$ cat src/shared/arj_pkg.sv
`default_nettype none
package arj_pkg;
  // ---------------------------------------------------------------
  // register offsets (byte addresses)
  // ---------------------------------------------------------------
  localparam logic [7:0] OFS_RESULT_HIGH_BYTE = 8'h59;
  localparam logic [7:0] OFS_RESULT_LOW_BYTE  = 8'h5A;
  localparam logic [7:0] OFS_SCAN_RESULT_1    = 8'h5B;
  localparam logic [7:0] OFS_SCAN_RESULT_2    = 8'h5C;
  localparam logic [7:0] OFS_SCAN_RESULT_3    = 8'h5D;
  localparam logic [7:0] OFS_SCAN_CONTROL     = 8'h5E;
  localparam logic [7:0] OFS_MODE_CONTROL     = 8'h60;
  localparam logic [7:0] OFS_IRQ_STATUS       = 8'h61;
  localparam logic [7:0] OFS_IRQ_MASK         = 8'h62;

  // ---------------------------------------------------------------
  // field positions
  // ---------------------------------------------------------------
  localparam int SCAN_COUNT_LSB  = 0;   // scan_control[1:0]
  localparam int SCAN_ENABLE_BIT = 2;   // scan_control[2]
  localparam int MODE_LSB        = 0;   // mode_control[1:0]
  localparam int CONT_CONV_BIT   = 2;   // mode_control[2]
  localparam int IRQ_EN_BIT      = 3;   // mode_control[3]
  localparam int EV_DONE_BIT     = 0;   // irq status: conversion done
  localparam int EV_LOST_BIT     = 1;   // irq status: result discarded

  // ---------------------------------------------------------------
  // reset values
  // ---------------------------------------------------------------
  localparam logic [7:0] RST_BYTE     = 8'h00;
  localparam logic [1:0] RST_MODE     = 2'h1;
  localparam logic [1:0] RST_SCAN_CNT = 2'h0;
  localparam logic [1:0] RST_IRQ      = 2'h0;

  // ---------------------------------------------------------------
  // justification modes
  // ---------------------------------------------------------------
  typedef enum logic [1:0] {
    ARJ_TRUNC  = 2'b00,
    ARJ_RIGHT  = 2'b01,
    ARJ_LEFT   = 2'b10,
    ARJ_LEFT_S = 2'b11
  } arj_mode_e;
endpackage : arj_pkg
`default_nettype wire

$ cat src/shared/arj_res_if.sv
`timescale 1ns/1ps
`default_nettype none
// result path between core side and formatter
interface arj_res_if;
  logic [9:0] result;
  logic [1:0] mode;
  logic [7:0] high;
  logic [7:0] low;
  logic [7:0] trunc;
  modport fmt (input result, input mode, output high, output low, output trunc);
  modport user (output result, output mode, input high, input low, input trunc);
endinterface : arj_res_if
`default_nettype wire

$ cat src/logic/arj_format.sv
`timescale 1ns/1ps
`default_nettype none
module arj_format (
  // result and layout
  arj_res_if.fmt res
);
  // ---------------------------------------------------------------
  // byte layout per justification mode
  // ---------------------------------------------------------------
  always_comb begin
    res.trunc = res.result[9:2];
    unique case (arj_pkg::arj_mode_e'(res.mode))
      arj_pkg::ARJ_TRUNC: begin
        res.high = 8'h00;
        res.low  = res.result[9:2];
      end
      arj_pkg::ARJ_RIGHT: begin
        res.high = {6'h00, res.result[9:8]};
        res.low  = res.result[7:0];
      end
      arj_pkg::ARJ_LEFT: begin
        res.high = res.result[9:2];
        res.low  = {res.result[1:0], 6'h00};
      end
      arj_pkg::ARJ_LEFT_S: begin
        res.high = {~res.result[9], res.result[8:2]};
        res.low  = {res.result[1:0], 6'h00};
      end
    endcase
  end
endmodule : arj_format
`default_nettype wire

$ cat src/logic/arj_result_regs.sv
`timescale 1ns/1ps
`default_nettype none
// Function
// - result shown as high and low byte pair
// - truncated: low gets bits 9-2, high zero
// - truncated: low overwritten every channel 0 conversion, no interlock
// - right: high bits 1-0 hold bits 9-8, low bits 7-0
// - 10-bit modes update both bytes per channel 0 conversion
// - high read freezes low until low read
// - left: high holds bits 9 to 2
// - left modes: low bits 7-6 hold bits 1-0
// - signed left: invert top bit in high byte
// - scan truncated: channels 1-3 own low bytes
// - scan count picks channels 0 to N
// - scan enable bit, reset clears it
// - mode field decode, reset selects right
// - any low byte read clears complete flag
// - interrupt on done, cleared by reads/writes
module arj_result_regs (
  // clock and reset
  input  wire logic       sys_clk,
  input  wire logic       srst,
  // converter core
  input  wire logic [9:0] conv_result,
  input  wire logic       conv_done,
  // register port
  input  wire logic [7:0] reg_addr,
  input  wire logic [7:0] reg_wdata,
  input  wire logic       reg_wr,
  input  wire logic       reg_rd,
  output logic [7:0]      reg_rdata,
  // core control
  output logic [1:0]      scan_chan,
  output logic            scan_enable,
  output logic            cont_conv,
  // interrupt
  output logic            irq
);
  // ---------------------------------------------------------------
  // declarations
  // ---------------------------------------------------------------
  arj_res_if res ();
  logic [7:0] high_r;
  logic [7:0] low_r;
  logic [7:0] scan_low_r [1:3];
  logic [1:0] scan_cnt_r;
  logic       scan_en_r;
  logic [1:0] mode_r;
  logic       cont_r;
  logic       irq_en_r;
  logic       conversion_complete_flag_r;
  logic       frozen_r;
  logic       conv_irq_r;
  logic [1:0] ev_stat_r;
  logic [1:0] ev_mask_r;
  logic [7:0] rdata_r;
  logic [7:0] rdata_nxt;
  logic [1:0] chan;
  logic       rd_high;
  logic       rd_low0;
  logic       rd_any_low;
  logic       wr_mode;
  logic       ten_bit;
  logic       take0;
  logic       lost;
  logic [1:0] ev_set;

  // ---------------------------------------------------------------
  // submodules
  // ---------------------------------------------------------------
  assign res.result = conv_result;
  assign res.mode   = mode_r;

  arj_format u_format (
    .res (res.fmt)
  );

  arj_scan_seq u_scan (
    .sys_clk   (sys_clk),
    .srst      (srst),
    .scan_en   (scan_en_r),
    .scan_cnt  (scan_cnt_r),
    .conv_done (conv_done),
    .chan      (chan)
  );

  // ---------------------------------------------------------------
  // access decode
  // ---------------------------------------------------------------
  assign rd_high    = reg_rd && (reg_addr == arj_pkg::OFS_RESULT_HIGH_BYTE);
  assign rd_low0    = reg_rd && (reg_addr == arj_pkg::OFS_RESULT_LOW_BYTE);
  assign rd_any_low = reg_rd && (reg_addr >= arj_pkg::OFS_RESULT_LOW_BYTE)
                      && (reg_addr <= arj_pkg::OFS_SCAN_RESULT_3);
  assign wr_mode    = reg_wr && (reg_addr == arj_pkg::OFS_MODE_CONTROL);
  assign ten_bit    = (mode_r != 2'(arj_pkg::ARJ_TRUNC));
  // channel 0 (or single channel) result lands in the pair
  assign take0      = conv_done && (!scan_en_r || chan == 2'h0);
  // 10-bit result dropped while low byte is frozen
  // a high read in the same cycle already holds the pair
  assign lost       = take0 && ten_bit && (frozen_r || rd_high);
  assign ev_set     = {lost, conv_done};

  // ---------------------------------------------------------------
  // result pair
  // ---------------------------------------------------------------
  always_ff @(posedge sys_clk) begin
    if (srst) begin
      high_r <= arj_pkg::RST_BYTE;
      low_r  <= arj_pkg::RST_BYTE;
    end else if (take0 && !ten_bit) begin
      high_r <= res.high;
      low_r  <= res.low;
    end else if (take0 && !frozen_r && !rd_high) begin
      high_r <= res.high;
      low_r  <= res.low;
    end
  end

  // freeze after high read, released by low read
  always_ff @(posedge sys_clk) begin
    if (srst) begin
      frozen_r <= 1'b0;
    end else if (!ten_bit) begin
      frozen_r <= 1'b0;
    end else if (rd_low0) begin
      frozen_r <= 1'b0;
    end else if (rd_high) begin
      frozen_r <= 1'b1;
    end
  end

  // ---------------------------------------------------------------
  // auto-scan truncated results, channels 1 to 3
  // ---------------------------------------------------------------
  genvar g;
  generate
    for (g = 1; g <= 3; g++) begin : g_scan
      always_ff @(posedge sys_clk) begin
        if (srst) begin
          scan_low_r[g] <= arj_pkg::RST_BYTE;
        end else if (conv_done && scan_en_r && !ten_bit && chan == 2'(g)) begin
          scan_low_r[g] <= res.trunc;
        end
      end
    end
  endgenerate

  // ---------------------------------------------------------------
  // control registers
  // ---------------------------------------------------------------
  always_ff @(posedge sys_clk) begin
    if (srst) begin
      scan_cnt_r <= arj_pkg::RST_SCAN_CNT;
      scan_en_r  <= 1'b0;
    end else if (reg_wr && reg_addr == arj_pkg::OFS_SCAN_CONTROL) begin
      scan_cnt_r <= reg_wdata[arj_pkg::SCAN_COUNT_LSB +: 2];
      scan_en_r  <= reg_wdata[arj_pkg::SCAN_ENABLE_BIT];
    end
  end

  // mode, continuous and interrupt-enable bits
  always_ff @(posedge sys_clk) begin
    if (srst) begin
      mode_r   <= arj_pkg::RST_MODE;
      cont_r   <= 1'b0;
      irq_en_r <= 1'b0;
    end else if (wr_mode) begin
      mode_r   <= reg_wdata[arj_pkg::MODE_LSB +: 2];
      cont_r   <= reg_wdata[arj_pkg::CONT_CONV_BIT];
      irq_en_r <= reg_wdata[arj_pkg::IRQ_EN_BIT];
    end
  end

  // ---------------------------------------------------------------
  // completion flag and conversion interrupt
  // ---------------------------------------------------------------
  always_ff @(posedge sys_clk) begin
    if (srst) begin
      conversion_complete_flag_r <= 1'b0;
    end else if (conv_done) begin
      conversion_complete_flag_r <= 1'b1;                                               // set wins
    end else if (rd_any_low || wr_mode) begin
      conversion_complete_flag_r <= 1'b0;
    end
  end

  // conversion interrupt line
  always_ff @(posedge sys_clk) begin
    if (srst) begin
      conv_irq_r <= 1'b0;
    end else if (conv_done && irq_en_r) begin
      conv_irq_r <= 1'b1;
    end else if (rd_low0 || rd_high || wr_mode) begin
      conv_irq_r <= 1'b0;
    end
  end

  // ---------------------------------------------------------------
  // event status and mask
  // ---------------------------------------------------------------
  always_ff @(posedge sys_clk) begin
    if (srst) begin
      ev_stat_r <= arj_pkg::RST_IRQ;
    end else if (reg_rd && reg_addr == arj_pkg::OFS_IRQ_STATUS) begin
      ev_stat_r <= ev_set;                                          // set wins over read clear
    end else begin
      ev_stat_r <= ev_stat_r | ev_set;
    end
  end

  // mask register
  always_ff @(posedge sys_clk) begin
    if (srst) begin
      ev_mask_r <= arj_pkg::RST_IRQ;
    end else if (reg_wr && reg_addr == arj_pkg::OFS_IRQ_MASK) begin
      ev_mask_r <= reg_wdata[1:0];
    end
  end

  assign irq = conv_irq_r || |(ev_stat_r & ev_mask_r);

  // ---------------------------------------------------------------
  // read data, one cycle after the strobe
  // ---------------------------------------------------------------
  always_comb begin
    rdata_nxt = 8'h00;
    unique case (reg_addr)
      arj_pkg::OFS_RESULT_HIGH_BYTE: rdata_nxt = high_r;
      arj_pkg::OFS_RESULT_LOW_BYTE:  rdata_nxt = low_r;
      arj_pkg::OFS_SCAN_RESULT_1:    rdata_nxt = scan_low_r[1];
      arj_pkg::OFS_SCAN_RESULT_2:    rdata_nxt = scan_low_r[2];
      arj_pkg::OFS_SCAN_RESULT_3:    rdata_nxt = scan_low_r[3];
      arj_pkg::OFS_SCAN_CONTROL:     rdata_nxt = {5'h00, scan_en_r, scan_cnt_r};
      arj_pkg::OFS_MODE_CONTROL:     rdata_nxt = {3'h0, conversion_complete_flag_r && !irq_en_r, irq_en_r, cont_r, mode_r};
      arj_pkg::OFS_IRQ_STATUS:       rdata_nxt = {6'h00, ev_stat_r};
      arj_pkg::OFS_IRQ_MASK:         rdata_nxt = {6'h00, ev_mask_r};
      default:                       rdata_nxt = 8'h00;             // unmapped
    endcase
  end

  // read data register, holds zero when no read
  always_ff @(posedge sys_clk) begin
    if (srst) begin
      rdata_r <= 8'h00;
    end else begin
      rdata_r <= reg_rd ? rdata_nxt : 8'h00;
    end
  end

  assign reg_rdata   = rdata_r;
  assign scan_chan   = scan_en_r ? chan : 2'h0;
  assign scan_enable = scan_en_r;
  assign cont_conv   = cont_r;
endmodule : arj_result_regs
`default_nettype wire

$ cat src/logic/arj_scan_seq.sv
`timescale 1ns/1ps
`default_nettype none
module arj_scan_seq (
  // clock and reset
  input  wire logic       sys_clk,
  input  wire logic       srst,
  // control
  input  wire logic       scan_en,
  input  wire logic [1:0] scan_cnt,
  input  wire logic       conv_done,
  // current channel
  output logic [1:0]      chan
);
  logic [1:0] chan_r;
  logic [1:0] chan_nxt;

  // ---------------------------------------------------------------
  // ascending channel walk, wraps after the last selected channel
  // ---------------------------------------------------------------
  always_comb begin
    chan_nxt = chan_r;
    if (!scan_en) begin
      chan_nxt = 2'h0;
    end else if (conv_done) begin
      chan_nxt = (chan_r >= scan_cnt) ? 2'h0 : chan_r + 2'h1;
    end
  end

  // channel register
  always_ff @(posedge sys_clk) begin
    if (srst) begin
      chan_r <= 2'h0;
    end else begin
      chan_r <= chan_nxt;
    end
  end

  assign chan = chan_r;
endmodule : arj_scan_seq
`default_nettype wire

$ cat config.mk
export PLATFORM = sky130hd
export DESIGN_NAME = arj_result_regs
export DESIGN_NICKNAME = d
export VERILOG_FILES = /design/src/shared/arj_pkg.sv /design/src/shared/arj_res_if.sv /design/src/logic/arj_format.sv /design/src/logic/arj_result_regs.sv /design/src/logic/arj_scan_seq.sv
export SDC_FILE = /design/constraint.sdc
export NUM_CORES = 1
export LEC_CHECK = 0
export BUFFER_PORTS_ARGS = -buffer_cell sky130_fd_sc_hd__buf_2
export CELL_PAD_IN_SITES_DETAIL_PLACEMENT = 1
export CELL_PAD_IN_SITES_GLOBAL_PLACEMENT = 1
export CORE_ASPECT_RATIO = 0.6
export CORE_MARGIN = 4
export CORE_UTILIZATION = 48
export CTS_CLUSTER_SIZE = 20
export DETAILED_ROUTE_END_ITERATION = 16
export GPL_ROUTABILITY_DRIVEN = 0
export HOLD_SLACK_MARGIN = 0.1
export PLACE_DENSITY = 0.88
export SETUP_SLACK_MARGIN = 0.05
export SLEW_MARGIN = 20
export SYNTH_ARGS = -nofsm -noshare
export SYNTH_HDL_FRONTEND = slang
export SYNTH_SLANG_ARGS = --single-unit
$ cat constraint.sdc
create_clock -name sys_clk -period 2.49 [get_ports sys_clk]
set_input_delay 0.249 -clock sys_clk [delete_from_list [all_inputs] [get_ports sys_clk]]
set_output_delay 0.249 -clock sys_clk [all_outputs]
set_load 0.02 [all_outputs]
==> flow_summary.yaml <==
sta:
  finalCriticalPeriod_ps: 1870
  hold_viol_final: 0
  fin_skew_ps: 7.47
  final_max_slew_viol_count: 0
  post-route-period-util_pct: 75.1
  slew-limit-headroom_pct: 60.4
  holdWs_ps: 169
  rsz0062_at_grt: "false"
  setup_tns_ps: 0
  worstMarginPinSlew_ps: 592
  max_freq_mhz: 534
  finalSetupViolCount: 0
logic_synthesis:
  async_flop_share_pct: 0
  synth_area_leaders: "dfxtp_1 (24%), edfxtp_1 (22%), mux2i_1 (8.7%)"
  synth_common_cells: "dfxtp_1 (40), mux2i_1 (29), and3_1 (25)"
  synth_cell_type_count: 50
  ys_warn_count: 0
  synth.most_common_cell: "dfxtp_1"
  synth_seq_cells: 64
  synth_flop_cell: "dfxtp_1"
  yosysTopAreaCellShare_pct: 23.9
  yosysSeqAreaShare_pct: 45.5
  yosys.area.top_type: "dfxtp_1"
  syn_nets: 372
  syn_avg_cell_area_um2: 9.99
  syn_area_um2: 3350
  synth_edf_count: 24
  postSynthCellCount: 335
critical_path:
  crit_fanout: 21
  critPathSlowestCell: "or4_1"
  crit_required_ps: 2750
  cp.buffers_inverters: 2
  max_stage_delay_ps: 480
  end_kind: "register"
  crit_arrival_ps: 2130
  worst-setup-path-type: "reg -> reg"
  worstPathCellList: "inv_1 > ha_1 > nand2b_1 > nand3_1 > buf_4 > or4_1 > a21oi_1"
  worst_setup_path_start_kind: "register"
  critPathTopFamily: "simple AND/OR/NAND/NOR gates"
drt:
  drc: 0
  drt_iter0_drc: 265
  met2_length_um: 4660
  dr.pass1.iters: 5
  antenna_left: 0
  wire_per_inst_um: 22.8
  avgViaCountPerCell: 6.46
  met3_wirelength_um: 935
  routed-via-count: 2990
  wl_met1_um: 4810
  wirelength_um: 10500
  top_layer: "met4"
layout:
  multi_input_area_um2: 1690
  drive_above_1_share_pct: 19.4
  nets: 408
  seq_area_um2: 1520
  area_growth_pct: 17.0
  fill_cells: 764
  diodes: 0
power_and_ir_drop:
  combPwrFrac_pct: 7.4
  finalPower_mw: 2.59
  p_clk_share_pct: 49.3
  swShare_pct: 22.9
  internal_power_mw: 2.00
  vdd_drop_max_mv: 0.809
  seqPwrFrac_pct: 43.3
  p_sw_mw: 0.593
  p_per_area_nw_per_um2: 663
  p_leak_nw: 1.66
global_route:
  grt_pass1_vias: 3042
  grt_max_degree: 25
  grt_pass1_wl_um: 16800
  antenna_found_initial: 0
  grt_overflow: 0
  groute.usage.overall_pct: 26.8
die:
  core_um2: 6730
  die_h_um: 72.7
  ios: 44
  row_count: 23
  die_area_um2: 8410
  start_util_pct: 49.7
  die-width_um: 116
clock_network:
  cts_buffers: 9
  cts_hold_buf: 0
  clock_path_buffers: 2
  path_clk_slew_ps: 50
  h-tree-depth: 3
  clkLatencyLatePin_ps: 340
  cts-root-buf: "clkbuf_16"
  cts_tree: "done"
  ctsResizeCount: 0
  cts_sinks: 64
  postCtsSetupRepairBufs: 0
place:
  port_buffers: 39
  hpwlAfterDp_um: 7490
worst_hold_path:
  hp-class: "in -> reg"
job:
  max_cap_viol_count: 0
outcome:
  outcome: "finished, final reports clean"
==> cell families after synthesis <==
| group | synth area share (%) |
|---|---|
| flip-flops | 45.5 |
| AO/OA/AOI/OAI | 14.8 |
| XOR/XNOR | 0.524 |
| buffers and inverters | 3.89 |
| adder cells (fa/ha/maj) | 2.24 |
| AND/OR/NAND/NOR | 23.0 |
| multiplexers | 10.0 |
==> flip-flops by register name (all words and copies together) (netlist names), 2 cells and up <==
| name | cells |
|---|---|
| scan_cnt_r | 2 |
| u_scan.chan | 2 |
| low_r | 8 |
| high_r | 8 |
| reg_rdata | 8 |
| ev_stat_r | 2 |
| ev_mask_r | 2 |
| scan_low_r | 24 |
| mode_r | 2 |
==> through the flow <==
stage          cell area, um2  setup slack, ps  instances  util [%]
3_5_place_dp             3610              601        447      53.7
5_1_grt                  3910              497        463      58.1
3_3_place_gp             3610              684        447      53.7
6_report                 3910              619        463      58.1
4_1_cts                  3910              611        463      58.1
2_1_floorplan            3350              863        335         -
==> layout by cell type (no fill, tap or decap), types with 4 or more instances in the layout <==
cell type  instances
dfxtp_1           40
buf_2             39
mux2i_1           29
and3_1            25
edfxtp_1          24
a21oi_1           22
o21ai_0           19
nor2_1            18
nand4_1           15
buf_4             10
clkbuf_16          9
and2_1             8
nor2b_1            8
nand2b_1           7
nand2_1            6
a22oi_1            6
or4_1              6
nor3b_1            6
ha_1               6
inv_1              5
nor3_1             5
nand4b_1           5
o2bb2ai_1          5
o22ai_1            5
mux2_2             4
==> worst min-delay path, delay by kind of cell <==
kind / cells / cell delay (ps)
buffers and inverters: 1 / 70
muxes: 1 / 50
and+or+nand+nor: 1 / 90
==> final timing paths <==
kind | start | to | slack (ps) | cells past startpoint
setup / recovery | u_scan.chan[0] | low_r[1] | 620 | 7
hold / removal | reg_wdata[3] | irq_en_r | 170 | 3
setup reg to reg | u_scan.chan[0] | low_r[1] | 620 | 7
hold reg to reg | low_r[7] | low_r[7] | 480 | 2
==> routing by layer <==
metal,vias to the layer above,track usage (%)
met1,1489,37.5
met5,-,0
li1,1351,-
met3,14,7.46
met2,136,40.2
met4,0,9.27
==> power groups by stage <==
stage                     registers (mW)  clock network (mW)  logic, mW
after floorplan                     1.14                   0      0.110
after global placement              1.14                   0      0.179
after detailed placement            1.14                   0      0.187
after CTS                           1.12                1.29      0.189
after global routing                1.13                1.34      0.207
final                               1.12                1.28      0.192
==> area by class of cell <==
cell class | count | share of cell area [%]
tap | 87 | 2.78
sequential | 64 | 38.9
timing repair buffer | 49 | 6.91
multi-input combinational | 242 | 43.3
clock inverter | 4 | 1.12
inverter | 5 | 0.480
clock buffer | 12 | 6.55
No activity file was read; power rests on OpenSTA's default activity.
